==> src/isc_pkg.sv <==
`default_nettype none
package isc_pkg;
  localparam int ADDR_W = 18;
  localparam int IDX_W  = 16;
  localparam int NFACT  = 19;
  localparam int NSYS   = 8;
  // Register indexes, byte address is four times the index
  localparam logic [15:0] IDX_NMI_OPEN0 = 16'hFF00;
  localparam logic [15:0] IDX_NMI_OPEN1 = 16'hFF01;
  localparam logic [15:0] IDX_PRIO_A    = 16'hFF20;
  localparam logic [15:0] IDX_PRIO_B    = 16'hFF21;
  localparam logic [15:0] IDX_EN_A      = 16'hFF23;
  localparam logic [15:0] IDX_EN_B      = 16'hFF24;
  localparam logic [15:0] IDX_EN_C      = 16'hFF25;
  localparam logic [15:0] IDX_PEND_A    = 16'hFF27;
  localparam logic [15:0] IDX_PEND_B    = 16'hFF28;
  localparam logic [15:0] IDX_PEND_C    = 16'hFF29;
  localparam logic [7:0]  REG_RST       = 8'h00;
  localparam logic [7:0]  MASK_A        = 8'hF8;
  localparam logic [7:0]  MASK_B        = 8'hFF;
  localparam logic [7:0]  MASK_C        = 8'hFC;
  localparam logic [1:0]  WORD_ALIGN    = 2'h0;
  // Flag and enable bit positions
  localparam int BIT_K1_LSB = 4;
  localparam int BIT_K0     = 3;
  localparam int BIT_TU0    = 3;
  localparam int BIT_TC0    = 4;
  localparam int BIT_TU1    = 5;
  localparam int BIT_TC1    = 6;
  localparam int BIT_TU2    = 7;
  localparam int BIT_SERR   = 0;
  localparam int BIT_SRX    = 1;
  localparam int BIT_STX    = 2;
  localparam int BIT_LCD    = 2;
  localparam int BIT_CT_LSB = 3;
  localparam int BIT_MIN    = 7;
  // Priority field positions, first four in A, last four in B
  localparam int PRI_K1  = 6;
  localparam int PRI_K0  = 4;
  localparam int PRI_TM0 = 0;
  localparam int PRI_TM1 = 2;
  localparam int PRI_TM8 = 6;
  localparam int PRI_SER = 4;
  localparam int PRI_LCD = 0;
  localparam int PRI_CT  = 2;
  // System of each factor, factor 0 first in fixed order
  localparam logic [18:0][2:0] FACT_SYS = {3'h7, 3'h7, 3'h7, 3'h7, 3'h7, 3'h6, 3'h5, 3'h5,
                                           3'h5, 3'h4, 3'h3, 3'h3, 3'h2, 3'h2, 3'h1, 3'h0,
                                           3'h0, 3'h0, 3'h0};
  localparam int NPORT_FACT = 5;
  localparam logic [1:0] RESP_OKAY   = 2'h0;
  localparam logic [1:0] RESP_SLVERR = 2'h2;
  localparam logic [1:0] LVL_NONE    = 2'h0;
  typedef enum logic [1:0] {
    ISC_MODE_RUN   = 2'b00,
    ISC_MODE_HALT  = 2'b01,
    ISC_MODE_SLEEP = 2'b10
  } isc_mode_t;
endpackage : isc_pkg
`default_nettype wire

==> src/isc_top.sv <==
// Notes on behaviour
// RULE1: Watchdog NMI wins over every maskable request and ignores mask levels.
// RULE2: NMI held off after reset until both unlock addresses are written.
// RULE3: Each of 19 factors has a flag latched on its event until cleared.
// RULE4: Per-factor enable bit, 1 passes the request, 0 blocks it.
// RULE5: Request needs flag, enable and system level above CPU mask level.
// RULE6: Requests are sampled at the first opcode fetch of each instruction.
// RULE7: Halt stops CPU while peripherals and interrupt sources keep running.
// RULE8: Halt ends on reset or any interrupt request, CPU resumes.
// RULE9: Sleep stops CPU and both oscillators.
// RULE10: Sleep ends only on reset, NMI or input port request; oscillators restart.
// RULE11: Port 1 bits set flags D4-D7 on mismatch; priority at D6-D7.
// RULE12: Port 0 sets flag D3 on 8-bit mismatch; priority at D4-D5.
// RULE13: 16-bit timers flag underflow/match at D3-D6; priorities D0-D3.
// RULE14: 8-bit timer underflow flag at D7; priority at D6-D7 second register.
// RULE15: Serial error, receive, transmit flags at D0-D2; priority D4-D5.
// RULE16: LCD transfer done flag at D2; priority at D0-D1.
// RULE17: Clock timer flags D3-D7 on tick falling edges and minute overflow.
// RULE18: Writing 1 clears a flag, 0 leaves it; set flag keeps requesting.
// RULE19: Levels 0 to 3, 0 none; ties broken by fixed system order.
// RULE20: Reset clears all flags, enables and priority fields.
// RULE21: One-cycle event strobes set flags; set wins over same-cycle clear.
//
// Decided for this implementation: the AXI4-Lite slave port.
`default_nettype none
module isc_top (
  input  wire logic                       aclk,
  input  wire logic                       aresetn,
  input  wire logic [isc_pkg::ADDR_W-1:0] awaddr,
  input  wire logic                       awvalid,
  output var  logic                       awready,
  input  wire logic [31:0]                wdata,
  input  wire logic [3:0]                 wstrb,
  input  wire logic                       wvalid,
  output var  logic                       wready,
  output var  logic [1:0]                 bresp,
  output var  logic                       bvalid,
  input  wire logic                       bready,
  input  wire logic [isc_pkg::ADDR_W-1:0] araddr,
  input  wire logic                       arvalid,
  output var  logic                       arready,
  output var  logic [31:0]                rdata,
  output var  logic [1:0]                 rresp,
  output var  logic                       rvalid,
  input  wire logic                       rready,
  input  wire logic [3:0]                 port1_in,
  input  wire logic [3:0]                 port1_compare_bits,
  input  wire logic [7:0]                 port0_in,
  input  wire logic [7:0]                 port0_compare_reg,
  input  wire logic                       timer0_underflow_evt,
  input  wire logic                       timer0_match_evt,
  input  wire logic                       timer1_underflow_evt,
  input  wire logic                       timer1_match_evt,
  input  wire logic                       timer8_underflow_evt,
  input  wire logic                       serial_rx_error_evt,
  input  wire logic                       serial_rx_done_evt,
  input  wire logic                       serial_tx_done_evt,
  input  wire logic                       lcd_transfer_done_evt,
  input  wire logic [3:0]                 clock_tick_levels,
  input  wire logic                       minute_overflow_evt,
  input  wire logic                       watchdog_nmi_evt,
  input  wire logic                       cpu_level_mask_lo,
  input  wire logic                       cpu_level_mask_hi,
  input  wire logic                       cpu_first_fetch,
  input  wire logic                       halt_instruction,
  input  wire logic                       sleep_instruction,
  output var  logic                       nmi_take,
  output var  logic                       irq_take,
  output var  logic [1:0]                 irq_level,
  output var  logic [4:0]                 irq_factor,
  output var  logic                       cpu_run,
  output var  logic                       low_speed_oscillator_on,
  output var  logic                       high_speed_oscillator_on
);
  typedef struct packed {
    logic [7:0]                 prio_a, prio_b, en_a, en_b, en_c, pend_a, pend_b, pend_c;
    logic                       nmi_pend, unl0, unl1;
    isc_pkg::isc_mode_t         mode;
    logic                       cpu_run;
    logic                       osc_run;
    logic                       nmi_take;
    logic                       irq_take;
    logic [1:0]                 irq_level;
    logic [4:0]                 irq_factor;
    logic [3:0]                 p1_miss_q;
    logic                       p0_miss_q;
    logic [3:0]                 tick_q;
    logic                       aw_got;
    logic [isc_pkg::ADDR_W-1:0] awaddr_q;
    logic                       w_got;
    logic [7:0]                 wdata_q;
    logic                       wstrb_q;
    logic                       awready;
    logic                       wready;
    logic                       bvalid;
    logic [1:0]                 bresp;
    logic                       arready;
    logic                       rvalid;
    logic [1:0]                 rresp;
    logic [7:0]                 rdata;
  } isc_state_t;

  localparam isc_state_t ST_RST = '{mode: isc_pkg::ISC_MODE_RUN, cpu_run: 1'b1,
                                    osc_run: 1'b1, default: '0};

  isc_state_t                    st_r;
  isc_state_t                    st_nxt;
  logic [isc_pkg::NFACT-1:0]     flag;
  logic [isc_pkg::NFACT-1:0]     enab;
  logic [isc_pkg::NFACT-1:0]     req;
  logic [isc_pkg::NSYS-1:0][1:0] sys_lvl;
  logic [1:0]                    cpu_mask;
  logic [1:0]                    best_lvl;
  logic [4:0]                    best_idx;
  logic                          found, port_req, nmi_ready, wr_fire;
  logic [7:0]                    set_a, set_b, set_c;
  logic [7:0]                    clr_a, clr_b, clr_c;
  logic [8:0]                    wr_look, rd_look;
  logic [3:0]                    p1_miss;
  logic                          p0_miss;

  // Register read mux
  function automatic logic [8:0] rd_mux(input logic [isc_pkg::ADDR_W-1:0] a,
                                        input isc_state_t s);
    logic [isc_pkg::IDX_W-1:0] w;
    logic [8:0]                r;
    w = a[isc_pkg::IDX_W+1:2];
    r = {1'b1, 8'h00};
    if (a[1:0] == isc_pkg::WORD_ALIGN) begin
      case (w)
        isc_pkg::IDX_NMI_OPEN0: r = {1'b0, 8'h00};
        isc_pkg::IDX_NMI_OPEN1: r = {1'b0, 8'h00};
        isc_pkg::IDX_PRIO_A:    r = {1'b0, s.prio_a};
        isc_pkg::IDX_PRIO_B:    r = {1'b0, s.prio_b};
        isc_pkg::IDX_EN_A:      r = {1'b0, s.en_a};
        isc_pkg::IDX_EN_B:      r = {1'b0, s.en_b};
        isc_pkg::IDX_EN_C:      r = {1'b0, s.en_c};
        isc_pkg::IDX_PEND_A:    r = {1'b0, s.pend_a};
        isc_pkg::IDX_PEND_B:    r = {1'b0, s.pend_b};
        isc_pkg::IDX_PEND_C:    r = {1'b0, s.pend_c};
        default:                r = {1'b1, 8'h00};
      endcase
    end
    return r;
  endfunction : rd_mux

  always_comb begin
    cpu_mask = {cpu_level_mask_hi, cpu_level_mask_lo};
    wr_look = rd_mux(st_r.awaddr_q, st_r);
    rd_look = rd_mux(araddr, st_r);
    // RULE11: port 1 mismatch edges
    p1_miss = port1_in ^ port1_compare_bits;
    // RULE12: port 0 mismatch edge
    p0_miss = |(port0_in ^ port0_compare_reg);
    set_a = '0;
    set_a[isc_pkg::BIT_K1_LSB +: 4] = p1_miss & ~st_r.p1_miss_q;
    set_a[isc_pkg::BIT_K0] = p0_miss & ~st_r.p0_miss_q;
    // RULE13: 16-bit timer strobes
    set_b = '0;
    set_b[isc_pkg::BIT_TU0] = timer0_underflow_evt;
    set_b[isc_pkg::BIT_TC0] = timer0_match_evt;
    set_b[isc_pkg::BIT_TU1] = timer1_underflow_evt;
    set_b[isc_pkg::BIT_TC1] = timer1_match_evt;
    // RULE14: 8-bit timer strobe
    set_b[isc_pkg::BIT_TU2] = timer8_underflow_evt;
    // RULE15: serial strobes
    set_b[isc_pkg::BIT_SERR] = serial_rx_error_evt;
    set_b[isc_pkg::BIT_SRX] = serial_rx_done_evt;
    set_b[isc_pkg::BIT_STX] = serial_tx_done_evt;
    set_c = '0;
    // RULE16: LCD strobe
    set_c[isc_pkg::BIT_LCD] = lcd_transfer_done_evt;
    // RULE17: tick falling edges and minute overflow
    set_c[isc_pkg::BIT_CT_LSB +: 4] = st_r.tick_q & ~clock_tick_levels;
    set_c[isc_pkg::BIT_MIN] = minute_overflow_evt;

    // Factors in fixed default order
    flag = {st_r.pend_c[7:2], st_r.pend_b[2:0], st_r.pend_b[7:3], st_r.pend_a[3],
            st_r.pend_a[7:4]};
    enab = {st_r.en_c[7:2], st_r.en_b[2:0], st_r.en_b[7:3], st_r.en_a[3], st_r.en_a[7:4]};
    sys_lvl[0] = st_r.prio_a[isc_pkg::PRI_K1 +: 2];
    sys_lvl[1] = st_r.prio_a[isc_pkg::PRI_K0 +: 2];
    sys_lvl[2] = st_r.prio_a[isc_pkg::PRI_TM0 +: 2];
    sys_lvl[3] = st_r.prio_a[isc_pkg::PRI_TM1 +: 2];
    sys_lvl[4] = st_r.prio_b[isc_pkg::PRI_TM8 +: 2];
    sys_lvl[5] = st_r.prio_b[isc_pkg::PRI_SER +: 2];
    sys_lvl[6] = st_r.prio_b[isc_pkg::PRI_LCD +: 2];
    sys_lvl[7] = st_r.prio_b[isc_pkg::PRI_CT +: 2];
    best_lvl = isc_pkg::LVL_NONE;
    best_idx = '0;
    found = 1'b0;
    for (int i = isc_pkg::NFACT - 1; i >= 0; i--) begin
      // RULE4: enable gate
      // RULE5: level above CPU mask
      req[i] = flag[i] & enab[i] & (sys_lvl[isc_pkg::FACT_SYS[i]] > cpu_mask);
      // RULE19: highest level, earlier factor wins ties
      if (req[i] && (sys_lvl[isc_pkg::FACT_SYS[i]] >= best_lvl)) begin
        best_lvl = sys_lvl[isc_pkg::FACT_SYS[i]];
        best_idx = 5'(i);
        found = 1'b1;
      end
    end
    port_req = |req[isc_pkg::NPORT_FACT-1:0];
    // RULE2: NMI passes only after both unlock writes
    nmi_ready = st_r.nmi_pend & st_r.unl0 & st_r.unl1;

    st_nxt = st_r;
    st_nxt.nmi_take = 1'b0;
    st_nxt.irq_take = 1'b0;
    st_nxt.p1_miss_q = p1_miss;
    st_nxt.p0_miss_q = p0_miss;
    st_nxt.tick_q = clock_tick_levels;

    // Write channel capture
    if (awvalid && st_r.awready) begin
      st_nxt.aw_got = 1'b1;
      st_nxt.awaddr_q = awaddr;
    end
    if (wvalid && st_r.wready) begin
      st_nxt.w_got = 1'b1;
      st_nxt.wdata_q = wdata[7:0];
      st_nxt.wstrb_q = wstrb[0];
    end
    if (bready && st_r.bvalid) begin
      st_nxt.bvalid = 1'b0;
    end
    clr_a = '0;
    clr_b = '0;
    clr_c = '0;
    wr_fire = st_r.aw_got & st_r.w_got & ~st_r.bvalid;
    if (wr_fire) begin
      st_nxt.aw_got = 1'b0;
      st_nxt.w_got = 1'b0;
      st_nxt.bvalid = 1'b1;
      st_nxt.bresp = wr_look[8] ? isc_pkg::RESP_SLVERR : isc_pkg::RESP_OKAY;
      if (st_r.wstrb_q && st_r.awaddr_q[1:0] == isc_pkg::WORD_ALIGN) begin
        case (st_r.awaddr_q[isc_pkg::IDX_W+1:2])
          // RULE2: unlock writes
          isc_pkg::IDX_NMI_OPEN0: st_nxt.unl0 = 1'b1;
          isc_pkg::IDX_NMI_OPEN1: st_nxt.unl1 = 1'b1;
          isc_pkg::IDX_PRIO_A:    st_nxt.prio_a = st_r.wdata_q;
          isc_pkg::IDX_PRIO_B:    st_nxt.prio_b = st_r.wdata_q;
          isc_pkg::IDX_EN_A:      st_nxt.en_a = st_r.wdata_q & isc_pkg::MASK_A;
          isc_pkg::IDX_EN_B:      st_nxt.en_b = st_r.wdata_q & isc_pkg::MASK_B;
          isc_pkg::IDX_EN_C:      st_nxt.en_c = st_r.wdata_q & isc_pkg::MASK_C;
          // RULE18: write one to clear
          isc_pkg::IDX_PEND_A:    clr_a = st_r.wdata_q;
          isc_pkg::IDX_PEND_B:    clr_b = st_r.wdata_q;
          isc_pkg::IDX_PEND_C:    clr_c = st_r.wdata_q;
          default:                clr_a = '0;
        endcase
      end
    end
    st_nxt.awready = ~st_nxt.aw_got & ~st_nxt.bvalid;
    st_nxt.wready = ~st_nxt.w_got & ~st_nxt.bvalid;

    // Read channel
    if (rready && st_r.rvalid) begin
      st_nxt.rvalid = 1'b0;
    end
    if (arvalid && st_r.arready) begin
      st_nxt.rvalid = 1'b1;
      st_nxt.rdata = rd_look[7:0];
      st_nxt.rresp = rd_look[8] ? isc_pkg::RESP_SLVERR : isc_pkg::RESP_OKAY;
    end
    st_nxt.arready = ~st_nxt.rvalid;

    // RULE3: flags latch until cleared
    // RULE21: set wins over clear
    st_nxt.pend_a = ((st_r.pend_a & ~clr_a) | set_a) & isc_pkg::MASK_A;
    st_nxt.pend_b = ((st_r.pend_b & ~clr_b) | set_b) & isc_pkg::MASK_B;
    st_nxt.pend_c = ((st_r.pend_c & ~clr_c) | set_c) & isc_pkg::MASK_C;

    // RULE6: sample at first opcode fetch
    if (cpu_first_fetch && st_r.cpu_run) begin
      // RULE1: NMI before maskable requests
      if (nmi_ready) begin
        st_nxt.nmi_take = 1'b1;
        st_nxt.nmi_pend = 1'b0;
      end else if (found) begin
        st_nxt.irq_take = 1'b1;
        st_nxt.irq_level = best_lvl;
        st_nxt.irq_factor = best_idx;
      end
    end
    if (watchdog_nmi_evt) begin
      st_nxt.nmi_pend = 1'b1;
    end

    case (st_r.mode)
      isc_pkg::ISC_MODE_RUN: begin
        // RULE9: sleep stops CPU and oscillators
        if (sleep_instruction) begin
          st_nxt.mode = isc_pkg::ISC_MODE_SLEEP;
          st_nxt.cpu_run = 1'b0;
          st_nxt.osc_run = 1'b0;
        // RULE7: halt stops only the CPU
        end else if (halt_instruction) begin
          st_nxt.mode = isc_pkg::ISC_MODE_HALT;
          st_nxt.cpu_run = 1'b0;
        end
      end
      isc_pkg::ISC_MODE_HALT: begin
        // RULE8: any request wakes halt
        if (nmi_ready || found) begin
          st_nxt.mode = isc_pkg::ISC_MODE_RUN;
          st_nxt.cpu_run = 1'b1;
        end
      end
      isc_pkg::ISC_MODE_SLEEP: begin
        // RULE10: only NMI or port request wakes sleep
        if (nmi_ready || port_req) begin
          st_nxt.mode = isc_pkg::ISC_MODE_RUN;
          st_nxt.cpu_run = 1'b1;
          st_nxt.osc_run = 1'b1;
        end
      end
      default: begin
        st_nxt.mode = isc_pkg::ISC_MODE_RUN;
        st_nxt.cpu_run = 1'b1;
        st_nxt.osc_run = 1'b1;
      end
    endcase
  end

  // RULE20: reset clears flags, enables, levels
  always_ff @(posedge aclk) begin
    if (!aresetn) begin
      st_r <= ST_RST;
    end else begin
      st_r <= st_nxt;
    end
  end

  assign awready = st_r.awready;
  assign wready = st_r.wready;
  assign bvalid = st_r.bvalid;
  assign bresp = st_r.bresp;
  assign arready = st_r.arready;
  assign rvalid = st_r.rvalid;
  assign rresp = st_r.rresp;
  assign rdata = {24'h000000, st_r.rdata};
  assign nmi_take = st_r.nmi_take;
  assign irq_take = st_r.irq_take;
  assign irq_level = st_r.irq_level;
  assign irq_factor = st_r.irq_factor;
  assign cpu_run = st_r.cpu_run;
  assign low_speed_oscillator_on = st_r.osc_run;
  assign high_speed_oscillator_on = st_r.osc_run;

  property p_nmi_first;
    @(posedge aclk) disable iff (!aresetn)
    (cpu_first_fetch && st_r.cpu_run && nmi_ready) |=> (nmi_take && !irq_take);
  endproperty
  a_nmi_first: assert property (p_nmi_first) else $error("NMI lost to maskable"); // RULE1
  property p_nmi_locked;
    @(posedge aclk) disable iff (!aresetn)
    !(st_r.unl0 && st_r.unl1) |=> !nmi_take;
  endproperty
  a_nmi_locked: assert property (p_nmi_locked) else $error("NMI passed while locked"); // RULE2
  property p_flag_hold;
    @(posedge aclk) disable iff (!aresetn)
    !wr_fire |=> ((st_r.pend_b & $past(st_r.pend_b)) == $past(st_r.pend_b));
  endproperty
  a_flag_hold: assert property (p_flag_hold) else $error("Flag dropped without write"); // RULE3
  property p_set_wins;
    @(posedge aclk) disable iff (!aresetn)
    timer0_underflow_evt |=> st_r.pend_b[isc_pkg::BIT_TU0];
  endproperty
  a_set_wins: assert property (p_set_wins) else $error("Event strobe not latched"); // RULE21
  property p_no_req_no_take;
    @(posedge aclk) disable iff (!aresetn)
    (cpu_first_fetch && !found && !nmi_ready) |=> !irq_take && !nmi_take;
  endproperty
  a_no_req_no_take: assert property (p_no_req_no_take) else $error("Take without request"); // RULE4
  property p_level_above;
    @(posedge aclk) disable iff (!aresetn)
    irq_take |-> (irq_level > $past({cpu_level_mask_hi, cpu_level_mask_lo}));
  endproperty
  a_level_above: assert property (p_level_above) else $error("Level not above mask"); // RULE5
  property p_halt;
    @(posedge aclk) disable iff (!aresetn)
    (st_r.mode == isc_pkg::ISC_MODE_RUN && halt_instruction && !sleep_instruction)
      |=> !cpu_run && low_speed_oscillator_on ##1 (cpu_run == $past(found || nmi_ready));
  endproperty
  a_halt: assert property (p_halt) else $error("Halt entry or wake wrong"); // RULE7
  property p_sleep;
    @(posedge aclk) disable iff (!aresetn)
    (st_r.mode == isc_pkg::ISC_MODE_RUN && sleep_instruction)
      |=> !cpu_run && !low_speed_oscillator_on && !high_speed_oscillator_on;
  endproperty
  a_sleep: assert property (p_sleep) else $error("Sleep entry wrong"); // RULE9
  property p_sleep_wake;
    @(posedge aclk) disable iff (!aresetn)
    (st_r.mode == isc_pkg::ISC_MODE_SLEEP) |=> (cpu_run == $past(port_req || nmi_ready));
  endproperty
  a_sleep_wake: assert property (p_sleep_wake) else $error("Sleep wake wrong"); // RULE10
endmodule : isc_top
`default_nettype wire

==> config.mk <==
export PLATFORM = sky130hd
export DESIGN_NAME = isc_top
export DESIGN_NICKNAME = d
export VERILOG_FILES = /design/src/isc_pkg.sv /design/src/isc_top.sv
export SDC_FILE = /design/constraint.sdc
export NUM_CORES = 1
export LEC_CHECK = 0
export BUFFER_PORTS_ARGS = -buffer_cell sky130_fd_sc_hd__buf_4
export CAP_MARGIN = 15
export CELL_PAD_IN_SITES_DETAIL_PLACEMENT = 2
export CELL_PAD_IN_SITES_GLOBAL_PLACEMENT = 2
export CORE_MARGIN = 2
export CORE_UTILIZATION = 30
export CTS_CLUSTER_DIAMETER = 120
export DETAILED_ROUTE_END_ITERATION = 12
export PLACE_DENSITY = 0.87
export SLEW_MARGIN = 20
export SYNTH_ARGS = -nofsm -noshare
export SYNTH_HDL_FRONTEND = slang
export SYNTH_SLANG_ARGS = --single-unit
==> constraint.sdc <==
create_clock -name aclk -period 28.8 [get_ports aclk]
set_clock_uncertainty 0.15 [all_clocks]
set_input_delay 1.44 -clock aclk [delete_from_list [all_inputs] [get_ports aclk]]
set_output_delay 1.44 -clock aclk [all_outputs]
set_load 0.005 [all_outputs]
; Word-level counts from Yosys, hierarchy flattened
; Index checks and enable logic that the tools add are counted.
[totals]
regBits = 130
latch_bits = 0
ramBits = 0
romBits = 0
input_bits = 123
output_inout_bits = 53
elab_cells = 301
memories = 0
[classes]
add_sub_neg = 0
mul = 0
n_div = 0
order_cmp = 27
eq_ne = 26
n_shift = 0
muxes = 92
bitwise = 70
reduce_logical = 50
[ops]
columns = cell, n
row1 = == test 16 bit (second input constant), 20
row2 = one-hot mux 9 bit (9 select lines), 2
row3 = two-way mux 5 bit, 19
row4 = two-way mux 8 bit, 10
row5 = AND 1 bit, 45
row6 = two-way mux 2 bit, 21
row7 = >= comparator 2 bit, 18
row8 = AND reduction 3 bit, 10
row9 = two-way mux 1 bit, 28
row10 = logical AND 1 bit, 26
row11 = AND 8 bit, 3
row12 = inverter 8 bit, 3
row13 = OR 8 bit, 3
row14 = two-way mux 19 bit, 1
row15 = two-way mux 9 bit, 2
row16 = greater-than comparator 2 bit, 8
row17 = two-way mux 3 bit, 4
row18 = two-way mux 11 bit, 1
row19 = two-way mux 10 bit, 1
row20 = inverter 1 bit, 10
row21 = one-hot mux 3 bit (3 select lines), 1
row22 = AND 4 bit, 2
row23 = inverter 4 bit, 2
row24 = OR reduction 8 bit, 1
row25 = 16 further kinds, 24

; Longest topological paths before layout
[depth]
depth_word = 61
ltp_mapped = 118
mapped_depth_nobuf = 117

; Worst setup path after synthesis
; No wires, ideal clock.
[synth_timing]
path_type = input-to-reg
from = input cpu_level_mask_hi
to = register st_r (netlist bit irq_level[1])
setup_time_ns = 0.128
arrival_ns = 21.370
required_ns = 28.522
setup_slack_ns = 7.152
path_stages = 116
cell_sequence = inv_1 -> ha_1 -> nor2b_1 -> o21ai_0 -> nor3_1 -> ha_1 -> nor3b_1 -> o21ai_1 -> and3_1 -> ha_1 -> a311o_2 -> a22oi_4 -> nor2_1 -> ha_1 -> nand2b_1 -> o21ai_0 -> a21oi_1 -> ha_1 -> [80 not listed] -> nand2b_1 -> a21oi_1 -> inv_1 -> a41oi_2 -> nor2_1 -> o21ai_0 -> o31a_1 -> ha_1 -> nand2b_1 -> a21oi_1 -> nor2_1 -> o21bai_1 -> nor2_1 -> nand4_2 -> o2111ai_2 -> buf_4 -> mux2i_1 -> nor2_1
[synth_between]
elab_chain_cells = 59
[synth_lines]
columns = element, line_no
row1 = start: declaration, isc_top.sv:63  ; input wire logic cpu_level_mask_hi,
row2 = greater-than comparator 2 bit, isc_top.sv:195  ; req[i] = flag[i] & enab[i] & (sys_lvl[isc_pkg::FACT_SYS[i]] > cpu_mask);
row3 = AND 1 bit, isc_top.sv:195
row4 = logical AND 1 bit, isc_top.sv:197  ; if (req[i] && (sys_lvl[isc_pkg::FACT_SYS[i]] >= best_lvl)) begin
row5 = two-way mux 2 bit, isc_top.sv:197
row6 = >= comparator 2 bit, isc_top.sv:197
row7 = logical AND 1 bit, isc_top.sv:197
row8 = two-way mux 2 bit, isc_top.sv:197
row9 = >= comparator 2 bit, isc_top.sv:197
row10 = [43 not listed], n/a
row11 = two-way mux 2 bit, isc_top.sv:197
row12 = >= comparator 2 bit, isc_top.sv:197
row13 = logical AND 1 bit, isc_top.sv:197
row14 = two-way mux 2 bit, isc_top.sv:197
row15 = >= comparator 2 bit, isc_top.sv:197
row16 = logical AND 1 bit, isc_top.sv:197
row17 = two-way mux 1 bit, isc_top.sv:197
row18 = AND reduction 3 bit (no source line), n/a
row19 = end signal: assignment, isc_top.sv:331  ; st_r <= st_nxt;
row20 = end: declaration, isc_top.sv:106  ; isc_state_t st_r;
; Parallel ways exist; a longest one is shown, timed or not.
; A chain may end at the register's enable or synchronous reset.

; Final worst setup path
; Ends and elaborated chain as after synthesis.

==> impl_metrics.yaml <==
placed_design:
  port_buffers: 122
  gp_congestion: 0.815
  dp_hpwl_um: 20000
  pre_cts_slack_ns: 3.58
  post_dp_cell_area_um2: 8350
clocking:
  cts.clk_slew.worst_paths_ns: 0.06
  cts_buffers: 17
  cts_tree: "yes"
  h-tree-depth: 4
  insertion_delay_ns: 0.43
  numClockSinks: 123
  ctsResizeCount: 0
  root_buffer: "clkbuf_16"
  post-cts-setup-buffers: 0
  ctsHoldBuffers: 0
  clk_path_buf_depth: 2
status:
  status: "finished, final reports clean"
sta:
  period_share_pct: 87.1
  timing.final.ws_setup_ns: 3.71
  fin_setup_tns_ns: 0
  rsz0062_at_grt: "no"
  layout_min_cycle_time_ns: 25.09
  final_max_slew_viol_count: 0
  tightest_slew_ns: 1.01
  timing.fmax_ghz: 0.0399
  setup_viol: 0
  holdWs_ns: 0.275
  relSlewSlack_pct: 32.9
  finalHoldViolations: 0
logic_synthesis:
  yosysMostFrequentCell: "nand2_1"
  async_flop_share_pct: 0
  synthCells: 927
  synthTopCellsByCount: "nand2_1 (139), dfxtp_1 (123), nor2_1 (95)"
  yosys.area.top_type: "dfxtp_1"
  syn_avg_cell_area_um2: 7.95
  synth_cell_types: 84
  yosysWarnings: 0
  ys_ff_latch: 123
  synth_top_flop_cell: "dfxtp_1"
  yosysSeqAreaShare_pct: 33.4
  synth.area.top_cells: "dfxtp_1 (33%), nand2_1 (7.1%), a21oi_1 (6.1%), mux2i_1 (6.0%), ha_1 (5.8%)"
  netlist_area_um2: 7370
  yosysTopAreaCellShare_pct: 33.4
  synth-edff-count: 0
power:
  p_leak_uw: 0.00387
  vdd_drop_max_mv: 0.0500
  power_density_nw_per_um2: 49.4
layout:
  multi_input_area_um2: 4390
  seq_area_um2: 2460
  antennaDiodeCount: 0
  area_growth_syn_to_layout_pct: 21.3
  drive_gt1_share_pct: 18.3
  fillCellCount: 2739
  final_cell_area_um2: 8930
  finalNetCount: 1179
global_route:
  track_usage_pct: 22.5
  grt-ovfl-total: 0
  antenna_found_initial: 0
  grt_pass1_vias: 8141
  grt_max_degree: 92
  grt_pass1_wl_um: 45300
run:
  maxCapViolCount: 0
floorplanning:
  io_pins: 176
  dieWidth_um: 161
  coreArea_um2: 24200
  initial_core_util_pct: 30.5
  die_y_um: 161
  rows: 57
  die_area_um2: 25800
critical_path:
  cp_max_fo: 14
  cpPeakStageDelay_ns: 0.62
  cpMostUsedCell: "ha_1"
  crit_type: "input port to register"
  worstSetupEndpointType: "register"
  worst_path_max_delay_cell: "o2111ai_2"
  rrSetupSlack_ns: 4.58
  crit_arrival_ns: 25.26
  required_ns: 28.97
  startpoint_type: "input port"
detailed_routing:
  via_count: 7317
  remaining_drc_errors: 0
  drtPass1Iterations: 6
  vias_per_cell: 5.38
  wl_per_cell_um: 20.9
  ant_nets: 0
  drt-total-wl_um: 28400
  drt_iter0_markers: 308
hold_path:
  min_path_type: "register to register"
==> metal layers <==
| layer | share of wire (%) | GRT usage (%) |
|---|---|---|
| met1 | 41 | 26.3 |
| met2 | 52 | 40.9 |
| met3 | 3.8 | 3.33 |
| met4 | 3.5 | 9.82 |
| met5 | 0 | 0 |
==> cells by family (layout without fill, tap and decap cells) <==
kind of cell | count (synthesis) | in the layout | synth area share (%)
xor gates and xnor gates | 12 | 12 | 1.43
muxes | 51 | 51 | 7.10
adders and majority gates | 38 | 38 | 6.32
buffers and inverters | 115 | 198 | 8.27
AOI/OAI and AO/OA | 226 | 226 | 20.8
other | 1 | 26 | 0.0509
DFF | 123 | 123 | 33.4
and+or+nand+nor | 361 | 361 | 22.6
==> through the flow <==
| stage | utilization [%] | total power (uW) | std cells |
|---|---|---|---|
| 2_1_floorplan | - | 208 | 952 |
| 6_report | 36.9 | 442 | 1359 |
| 3_3_place_gp | 34.5 | 225 | 1327 |
| 3_5_place_dp | 34.5 | 227 | 1327 |
| 5_1_grt | 36.9 | 459 | 1359 |
| 4_1_cts | 36.9 | 445 | 1359 |
==> report_power, final <==
group	switching [uW]	total (uW)	internal (uW)
combinational	20.7	39.3	18.6
clock	94.8	217	122
sequential	8.56	186	177
==> cell usage in the layout, fill, tap and decap left out, types with 4 or more instances in the layout <==
cell type	n
and3_1	8
clkbuf_16	17
nor2_1	95
ha_1	34
nand2_1	139
mux2_2	5
o21ai_0	35
xor2_1	12
a211oi_1	8
o21ai_1	6
inv_6	5
o22ai_1	7
o211ai_1	8
nor4_1	4
maj3_1	4
nor2b_1	15
a31oi_1	5
nor3_1	14
mux2i_1	44
nand3b_1	4
o2111a_1	5
inv_1	40
and2_1	15
o2111ai_1	9
conb_1	26
dfxtp_1	123
nand3_1	23
a21o_1	4
nand4_1	6
buf_4	125
a21oi_1	90
nand2b_1	21
==> flip-flops by register name (all words and copies together) (netlist names) <==
name and flops:
arready 1, awready 1, bresp 1, bvalid 1, cpu_run 1, enab 19, flag 19, high_speed_oscillator_on 1
irq_factor 5, irq_level 2, irq_take 1, nmi_take 1, rdata 8, rresp 1, rvalid 1, st_r 59
wready 1
==> final cells by class <==
class                           count  share of cell area [%]
Multi-Input combinational cell    714                    49.1
Sequential cell                   123                    27.6
Timing Repair Buffer              125                    10.5
Clock buffer                       17                    4.76
Tap cell                          324                    4.54
Clock inverter                     15                    1.78
Inverter                           41                    1.72
==> final timing paths <==
kind                     startpoint           end  cells past startpoint
setup / recovery  cpu_level_mask_hi  irq_level[1]                    115
hold / removal             st_r[54]       flag[3]                      1
setup reg to reg          st_r[122]  irq_level[1]                    113
hold reg to reg            st_r[54]       flag[3]                      1
==> worst max-delay path: cells and delay by family <==
kind,cells,cell delay [ns]
adders and majority gates,21,6.01
muxes,6,2.00
and+or+nand+nor,39,5.69
AOI/OAI and AO/OA,43,9.36
buffers and inverters,6,0.72
No activity file was read; power rests on OpenSTA's default activity.
